## src/hdl/tcc_pkg.sv

```systemverilog
// package for the timer capture/compare unit: register map, fields, modes, bus carrier
package tcc_pkg;

   // ====================================================================
   // register indices; byte address on the bus is four times the index
   localparam logic [7:0] IDX_PERIPHERAL_FLAG = 8'h0c;
   localparam logic [7:0] IDX_MATCH_VALUE_LOW = 8'h15;
   localparam logic [7:0] IDX_MATCH_VALUE_HIGH = 8'h16;
   localparam logic [7:0] IDX_UNIT_MODE_CONTROL = 8'h17;
   localparam logic [7:0] IDX_PERIPHERAL_ENABLE = 8'h8c;

   localparam int ADDR_WIDTH = 10;
   localparam int DATA_WIDTH = 32;

   // ====================================================================
   // field positions and reset values
   localparam int UNIT_IRQ_BIT = 2;
   localparam int MODE_LSB = 0;
   localparam int MODE_MSB = 3;
   localparam int DUTY_LSB_LO_BIT = 4;
   localparam int DUTY_LSB_HI_BIT = 5;
   localparam int CTRL_IMPL_MSB = 5;
   localparam logic [7:0] PERIPHERAL_FLAG_RESET = 8'h00;
   localparam logic [7:0] UNIT_MODE_CONTROL_RESET = 8'h00;
   localparam logic [7:0] PERIPHERAL_ENABLE_RESET = 8'h00;
   localparam logic [15:0] MATCH_VALUE_RESET = 16'h0000;

   // ====================================================================
   // mode select encodings
   localparam logic [3:0] MODE_OFF = 4'h0;
   localparam logic [3:0] MODE_CAP_FALL = 4'h4;
   localparam logic [3:0] MODE_CAP_RISE = 4'h5;
   localparam logic [3:0] MODE_CAP_RISE4 = 4'h6;
   localparam logic [3:0] MODE_CAP_RISE16 = 4'h7;
   localparam logic [3:0] MODE_CMP_SET = 4'h8;
   localparam logic [3:0] MODE_CMP_CLEAR = 4'h9;
   localparam logic [3:0] MODE_CMP_SOFT = 4'ha;
   localparam logic [3:0] MODE_CMP_TRIGGER = 4'hb;

   // prescaler terminal counts: every 4th and every 16th rising edge
   localparam logic [3:0] PRESC_LAST_4 = 4'h3;
   localparam logic [3:0] PRESC_LAST_16 = 4'hf;

   // ====================================================================
   // bus request carrier
   typedef struct packed {
      logic read;
      logic write;
      logic [ADDR_WIDTH-1:0] address;
      logic [DATA_WIDTH-1:0] writedata;
      logic [3:0] byteenable;
   } tcc_avl_req_type;

   // timer view: current count and one-cycle tick of the timer clock
   typedef struct packed {
      logic [15:0] count;
      logic tick;
   } tcc_timer_type;

endpackage

```

## src/hdl/tcc_capture_compare.sv

```systemverilog
// capture/compare unit beside a 16-bit timer, with an Avalon-MM register slave
//
// How it works
// value byte pair and control are read/write
// mode 0000 turns unit off, clears state
// modes 0100-0111 pick capture edge and prescale
// modes 1000/1001 drive output high/low, flag
// mode 1010 only flags, pin untouched
// modes 11xx are PWM; bits 5:4 duty
// control bits 7:6 read as zero
// capture copies full timer into value pair
// capture sets sticky flag until software clears
// newer capture overwrites unread older value
// capture samples pin level even when driven
// software makes pin input for capture
// software runs timer synchronously for capture/compare
// software masks irq while changing capture mode
// prescaler cleared when off or not capturing
// prescale switch keeps counter; write zero first
// compare value against timer every cycle
// software makes pin output for compare
// writing zero to control forces output low
// mode 1011 triggers, resets timer next tick
// trigger starts conversion when converter enabled
// match removed before tick skips timer reset
// pin synchronised, edges from previous level
// compare flag once per entry into equality
`timescale 1ns/1ps

module tcc_capture_compare (
   input wire logic clk,
   input wire logic srst,
   input wire logic ce,
   input wire tcc_pkg::tcc_avl_req_type avl_req,
   output logic [31:0] avl_readdata,
   output logic avl_waitrequest,
   input wire tcc_pkg::tcc_timer_type timer_in,
   input wire logic shared_event_pin_in,
   output logic shared_event_pin_out,
   input wire logic adc_enable,
   output logic special_trigger,
   output logic adc_start,
   output logic timer_clear,
   output logic unit_irq_flag,
   output logic unit_irq_request,
   output logic [1:0] pwm_duty_lsbs,
   output logic pwm_mode
);

   // ====================================================================
   // state
   logic [7:0] ctrl_reg;
   logic [15:0] match_value_pair_reg;
   logic flag_reg;
   logic irq_enable_reg;
   logic ack_reg;
   logic [31:0] readdata_reg;
   logic sync1_reg;
   logic sync2_reg;
   logic pin_prev_reg;
   logic [3:0] presc_reg;
   logic [3:0] presc_next;
   logic eq_prev_reg;
   logic pending_reg;
   logic cmp_out_reg;

   logic [3:0] mode;
   logic mode_off;
   logic capture_mode;
   logic compare_mode;
   logic req;
   logic wr_go;
   logic [7:0] wr_byte;
   logic [7:0] reg_index;
   logic addr_aligned;
   logic ctrl_wr;
   logic flag_wr;
   logic en_wr;
   logic low_wr;
   logic high_wr;
   logic pin_rise;
   logic pin_fall;
   logic cap_event;
   logic eq;
   logic match_rise;

   assign mode = ctrl_reg[tcc_pkg::MODE_MSB:tcc_pkg::MODE_LSB];
   assign mode_off = (mode == tcc_pkg::MODE_OFF);
   assign capture_mode = (mode[3:2] == 2'b01);
   assign compare_mode = (mode[3:2] == 2'b10);
   assign pwm_mode = (mode[3:2] == 2'b11);
   assign pwm_duty_lsbs = {ctrl_reg[tcc_pkg::DUTY_LSB_HI_BIT], ctrl_reg[tcc_pkg::DUTY_LSB_LO_BIT]};

   // ====================================================================
   // bus slave: one wait cycle, answer on the second edge of a request
   assign req = avl_req.read | avl_req.write;
   assign avl_waitrequest = req & ~(ack_reg & ce);
   assign avl_readdata = readdata_reg;
   assign reg_index = avl_req.address[9:2];
   assign addr_aligned = (avl_req.address[1:0] == 2'b00);
   assign wr_go = ce & ack_reg & avl_req.write & avl_req.byteenable[0];
   assign wr_byte = avl_req.writedata[7:0];
   assign ctrl_wr = wr_go & addr_aligned & (reg_index == tcc_pkg::IDX_UNIT_MODE_CONTROL);
   assign flag_wr = wr_go & addr_aligned & (reg_index == tcc_pkg::IDX_PERIPHERAL_FLAG);
   assign en_wr = wr_go & addr_aligned & (reg_index == tcc_pkg::IDX_PERIPHERAL_ENABLE);
   assign low_wr = wr_go & addr_aligned & (reg_index == tcc_pkg::IDX_MATCH_VALUE_LOW);
   assign high_wr = wr_go & addr_aligned & (reg_index == tcc_pkg::IDX_MATCH_VALUE_HIGH);

   always_ff @(posedge clk) begin
      if (srst) begin
         ack_reg <= 1'b0;
      end else if (ce) begin
         ack_reg <= req & ~ack_reg;
      end
   end

   // read data is prepared in the wait cycle so it stands at the answering edge
   always_ff @(posedge clk) begin
      if (srst) begin
         readdata_reg <= 32'h0000_0000;
      end else if (ce && req && !ack_reg) begin
         readdata_reg <= 32'h0000_0000;
         if (!addr_aligned) begin
            readdata_reg <= 32'h0000_0000;
         end else if (reg_index == tcc_pkg::IDX_PERIPHERAL_FLAG) begin
            readdata_reg[tcc_pkg::UNIT_IRQ_BIT] <= flag_reg;
         end else if (reg_index == tcc_pkg::IDX_PERIPHERAL_ENABLE) begin
            readdata_reg[tcc_pkg::UNIT_IRQ_BIT] <= irq_enable_reg;
         end else if (reg_index == tcc_pkg::IDX_MATCH_VALUE_LOW) begin
            readdata_reg[7:0] <= match_value_pair_reg[7:0];
         end else if (reg_index == tcc_pkg::IDX_MATCH_VALUE_HIGH) begin
            readdata_reg[7:0] <= match_value_pair_reg[15:8];
         end else if (reg_index == tcc_pkg::IDX_UNIT_MODE_CONTROL) begin
            readdata_reg[7:0] <= {2'b00, ctrl_reg[5:0]};
         end
      end
   end

   // ====================================================================
   // control and enable registers
   always_ff @(posedge clk) begin
      if (srst) begin
         ctrl_reg <= tcc_pkg::UNIT_MODE_CONTROL_RESET;
      end else if (ctrl_wr) begin
         // unimplemented top bits are never stored
         ctrl_reg <= {2'b00, wr_byte[tcc_pkg::CTRL_IMPL_MSB:0]};
      end
   end

   always_ff @(posedge clk) begin
      if (srst) begin
         irq_enable_reg <= tcc_pkg::PERIPHERAL_ENABLE_RESET[tcc_pkg::UNIT_IRQ_BIT];
      end else if (en_wr) begin
         irq_enable_reg <= wr_byte[tcc_pkg::UNIT_IRQ_BIT];
      end
   end

   assign unit_irq_flag = flag_reg;
   assign unit_irq_request = flag_reg & irq_enable_reg;

   // ====================================================================
   // capture pin: two-stage synchroniser, then edge detect on the second stage
   always_ff @(posedge clk) begin
      if (srst) begin
         sync1_reg <= 1'b0;
         sync2_reg <= 1'b0;
         pin_prev_reg <= 1'b0;
      end else if (ce) begin
         // the pad level is sampled whoever drives it, so a port write can capture
         sync1_reg <= shared_event_pin_in;
         sync2_reg <= sync1_reg;
         pin_prev_reg <= sync2_reg;
      end
   end

   assign pin_rise = sync2_reg & ~pin_prev_reg;
   assign pin_fall = ~sync2_reg & pin_prev_reg;

   // prescaler and event select; switching between capture modes keeps the count
   always_comb begin
      presc_next = presc_reg;
      cap_event = 1'b0;
      case (mode)
         tcc_pkg::MODE_CAP_FALL: begin
            cap_event = pin_fall;
         end
         tcc_pkg::MODE_CAP_RISE: begin
            cap_event = pin_rise;
         end
         tcc_pkg::MODE_CAP_RISE4: begin
            if (pin_rise) begin
               cap_event = (presc_reg >= tcc_pkg::PRESC_LAST_4);
               presc_next = cap_event ? 4'h0 : presc_reg + 4'h1;
            end
         end
         tcc_pkg::MODE_CAP_RISE16: begin
            if (pin_rise) begin
               cap_event = (presc_reg == tcc_pkg::PRESC_LAST_16);
               presc_next = cap_event ? 4'h0 : presc_reg + 4'h1;
            end
         end
         default: begin
            presc_next = 4'h0;
         end
      endcase
   end

   always_ff @(posedge clk) begin
      if (srst) begin
         presc_reg <= 4'h0;
      end else if (ce) begin
         presc_reg <= presc_next;
      end
   end

   // ====================================================================
   // value pair: software writes bytes, a capture overwrites both at once
   always_ff @(posedge clk) begin
      if (srst) begin
         match_value_pair_reg <= tcc_pkg::MATCH_VALUE_RESET;
      end else if (ce) begin
         if (cap_event) begin
            // an unread older capture is lost; capture beats a same-cycle write
            match_value_pair_reg <= timer_in.count;
         end else begin
            if (low_wr) begin
               match_value_pair_reg[7:0] <= wr_byte;
            end
            if (high_wr) begin
               match_value_pair_reg[15:8] <= wr_byte;
            end
         end
      end
   end

   // ====================================================================
   // compare: equality checked each cycle, acted on only on entry into it
   assign eq = (timer_in.count == match_value_pair_reg);
   assign match_rise = compare_mode & eq & ~eq_prev_reg;

   always_ff @(posedge clk) begin
      if (srst) begin
         eq_prev_reg <= 1'b0;
      end else if (ce) begin
         eq_prev_reg <= compare_mode & eq;
      end
   end

   // compare output latch, separate from the port data latch
   always_ff @(posedge clk) begin
      if (srst) begin
         cmp_out_reg <= 1'b0;
      end else if (ce) begin
         if (ctrl_wr && wr_byte[5:0] == 6'h00) begin
            cmp_out_reg <= 1'b0;
         end else if (match_rise && mode == tcc_pkg::MODE_CMP_SET) begin
            cmp_out_reg <= 1'b1;
         end else if (match_rise && mode == tcc_pkg::MODE_CMP_CLEAR) begin
            cmp_out_reg <= 1'b0;
         end
      end
   end

   assign shared_event_pin_out = cmp_out_reg;

   // sticky flag: hardware set wins over a same-cycle software clear
   always_ff @(posedge clk) begin
      if (srst) begin
         flag_reg <= tcc_pkg::PERIPHERAL_FLAG_RESET[tcc_pkg::UNIT_IRQ_BIT];
      end else if (ce) begin
         if (cap_event || match_rise) begin
            flag_reg <= 1'b1;
         end else if (flag_wr) begin
            flag_reg <= wr_byte[tcc_pkg::UNIT_IRQ_BIT];
         end
      end
   end

   // ====================================================================
   // special event: trigger now, timer clear held until the next timer tick
   assign special_trigger = match_rise & (mode == tcc_pkg::MODE_CMP_TRIGGER);
   assign adc_start = special_trigger & adc_enable;
   // a rewritten value pair that breaks equality drops the clear
   // a match in a tick cycle clears at that same tick, or a free-running timer never wraps
   assign timer_clear = (special_trigger | pending_reg) & eq
                        & (mode == tcc_pkg::MODE_CMP_TRIGGER);

   always_ff @(posedge clk) begin
      if (srst) begin
         pending_reg <= 1'b0;
      end else if (ce) begin
         if (mode != tcc_pkg::MODE_CMP_TRIGGER || timer_in.tick) begin
            pending_reg <= 1'b0;
         end else if (special_trigger) begin
            pending_reg <= 1'b1;
         end
      end
   end
endmodule

```

## config.mk

```make
export PLATFORM = sky130hd
export DESIGN_NAME = tcc_capture_compare
export DESIGN_NICKNAME = d
export VERILOG_FILES = /design/src/hdl/tcc_pkg.sv /design/src/hdl/tcc_capture_compare.sv
export SDC_FILE = /design/constraint.sdc
export NUM_CORES = 1
export LEC_CHECK = 0
export ABC_AREA = 0
export BUFFER_PORTS_ARGS = -buffer_cell sky130_fd_sc_hd__buf_2
export CAP_MARGIN = 40
export CORE_ASPECT_RATIO = 1.5
export CORE_MARGIN = 2
export CORE_UTILIZATION = 45
export CTS_CLUSTER_DIAMETER = 150
export DETAILED_ROUTE_END_ITERATION = 8
export GPL_TIMING_DRIVEN = 0
export PLACE_DENSITY = 0.81
export SYNTH_ARGS = -nofsm -noshare
export SYNTH_HDL_FRONTEND = slang
export SYNTH_SLANG_ARGS = --single-unit
export TNS_END_PERCENT = 5
```

## constraint.sdc

```tcl
create_clock -name clk -period 2.1 [get_ports clk]
set_clock_uncertainty 0.1 [all_clocks]
set_input_delay 0.21 -clock clk [delete_from_list [all_inputs] [get_ports clk]]
set_output_delay 0.21 -clock clk [all_outputs]
set_load 0.05 [all_outputs]
```

==> flow_metrics.tcl <==
set metrics [dict create \
    crit_buf_inv 1 \
    arrival_ns 1.95 \
    routedWlPerCell_microns 15.8 \
    place_congestion 0.907 \
    startpoint_type "flip-flop" \
    yosys.area.top_type "dfxtp_1" \
    maxCapViolations 0 \
    fmax_mhz 442 \
    avgSynthCellArea_sq_um 8.27 \
    via_count 2865 \
    fin_area_sq_um 3670 \
    slew_headroom_pct 49.0 \
    worstSetupEndpointType "primary output" \
    antenna_found_initial 0 \
    power_density_nw_per_um2 501 \
    worst_slack_ns -0.164 \
    synth_compound_area_share_pct 18.7 \
    final.min_clock_period_ns 2.26 \
    track_usage_pct 21.9 \
    placed_cells 501 \
    grt_pass1_vias 2681 \
    synth_top_area_share_pct 30.1 \
    grt_setup_unrepaired "true" \
    drv_slew 0 \
    peakVddDrop_uv 273 \
    synth.most_common_cell "dfxtp_1" \
    drive_gt1_share_pct 33.7 \
    syn_to_final_growth_pct 28.3 \
    insertion_delay_ns 0.30 \
    htree_num_levels 2 \
    start_util_pct 46.7 \
    drc_errors 0 \
    yosys.area_share.adder_pct 0.437 \
    yosys.area_share.simple_pct 24.7 \
    worst_pin_slew_ns 0.759 \
    cts_buffers 5 \
    row_count 35 \
    synthTopCellsByArea "dfxtp_1 (30%), mux2i_1 (7.7%), buf_4 (7.3%), xnor2_1 (4.6%), nand3b_1 (3.9%)" \
    antenna_cells 0 \
    synth_common_cells "dfxtp_1 (43), nand2_1 (29), buf_4 (28)" \
    synthMuxAreaShare_pct 8.09 \
    cts.sinks 43 \
    largest_register_ffs 16 \
    drtPass1Iterations 5 \
    synth_area_sq_um 2860 \
    hold_buffers 0 \
    synth_cell_types 51 \
    hpwl_microns 5980 \
    chipWidth_microns 69.1 \
    cp_slowest_cell "nor4_4" \
    final_nets 512 \
    worstPathCellList "xnor2_2, nand4_1, nor4_4, nand3_2, nor3_4, buf_6" \
    critPathKind "flip-flop to primary output" \
    hold-worst-slack_ns 0.0396 \
    die_h_microns 102 \
    hold_viol_final 0 \
    yosys_warnings 0 \
    holdCritPathClass "input pin to flip-flop" \
    netlist_instances 346 \
    async_reset_ff_share_pct 0 \
    crit_family "simple AND/OR/NAND/NOR gates" \
    viasPerCell 5.55 \
    synth_top_family_by_area "simple AND/OR/NAND/NOR gates" \
    io_pins 112 \
    clk_path_buf_depth 2 \
    clkTransAtPathRegs_ns 0.09 \
    core_sq_um 6130 \
    ys_seq_elements 43 \
    violations "negative setup slack" \
    period_share_pct 108 \
    n_fill_cell 540 \
    leakagePower_uw 0.00157 \
    synthXorXnorAreaFrac_pct 4.90 \
    crit_path_max_incr_delay_ns 0.38 \
    status "complete, but fails checks" \
    drt_wl_total_microns 8170 \
    drt_iter0_markers 168 \
    crit_fanout 3 \
    place_ws_ns -0.400 \
    synth-seq-area-share_pct 30.1 \
    ctsRootBufferMaster "clkbuf_8" \
    setup_viol 19 \
    synth_edf_count 0 \
    ys.flop_type "dfxtp_1" \
    die_area_sq_um 7020 \
    layout.cells.non_filler 516 \
    grt_max_degree 14 \
    post_dp_cell_area_sq_um 3360 \
    cts_tree "yes" \
    grt_pass1_wl_microns 12500 \
    worstPathRequired_ns 1.79 \
    drtAntennaViolNets 0 \
    port_buffers 58 \
    finish.utilization_pct 59.9 \
    grt.overflow.total 0 \
]
-- power breakdown --
group,total [uW],leakage (uW),internal [uW],switching [uW]
clock,694,0.0000612,385,308
combinational,324,0.00116,104,220
sequential,820,0.000353,817,3.46
-- cell families (layout without fill, tap and decap cells) --
kind of cell    count (synthesis)  in the layout
simple gates                  126            126
fa+ha+maj                       1              1
mux                            23             23
flops                          43             43
buf+inv                        68            141
compound gates                 68             68
xor+xnor                       16             16
other cells                     1             24
-- area by class of cell --
class	instances	area, sq um	area share [%]
Timing Repair Buffer	65	362	9.85
Multi-Input combinational cell	258	1830	50.0
Tap cell	74	92.6	2.52
Sequential cell	43	878	23.9
Inverter	22	82.6	2.25
Clock inverter	2	35.0	0.955
Buffer	46	303	8.25
Clock buffer	6	82.6	2.25
-- metal layers --
metal  track usage [%]  vias to the layer above  share of wire (%)
li1                  -                     1359                  -
met2              40.6                      143                 53
met3              3.08                       29                7.3
met5                 0                        -                  0
met4              11.6                        0                3.3
met1              24.2                     1334                 36
-- placed cells by master (no fill, tap or decap), types with 10 or more instances in the layout --
cell and count:
nand2_1 28, buf_2 56, conb_1 24, mux2i_1 22, clkbuf_1 13, nand3b_1 15
dfxtp_1 31, xnor2_1 10, inv_1 22, buf_4 34, dfxtp_2 11, nand2b_1 12
nor2_1 22, a21oi_1 17
-- timing repair --
| action | 4_1_cts | 5_1_grt |
|---|---|---|
| setup endpoints to repair | 27 | 26 |
| pin swaps | 19 | 13 |
| setup buffers | 6 | 1 |
| gates resized for setup | 31 | 7 |
| cloned | 0 | 0 |
-- worst min-delay path: stages --
cell and delay [ns]:
buf_2 0.08, mux2i_1 0.05, nor2_1 0.07
-- through the flow --
step | power (uW) | setup TNS (ns)
6_report | 1840 | -1.19
5_1_grt | 1880 | -3.34
4_1_cts | 1830 | -0.373
3_5_place_dp | 1150 | -8.13
3_3_place_gp | 1150 | -6.46
2_1_floorplan | 1070 | -0.120
-- worst paths after layout --
| check | end | cells past startpoint | slack, ns | startpoint |
|---|---|---|---|---|
| hold reg to reg | eq_prev_reg | 2 | 0.38 | eq_prev_reg |
| hold / removal | sync1_reg | 3 | 0.04 | shared_event_pin_in |
| setup / recovery | adc_start | 6 | -0.16 | match_value_pair_reg[6] |
| setup reg to reg | match_value_pair_reg[7] | 4 | -0.08 | ack_reg |
Power figures use the tool's default switching activity.
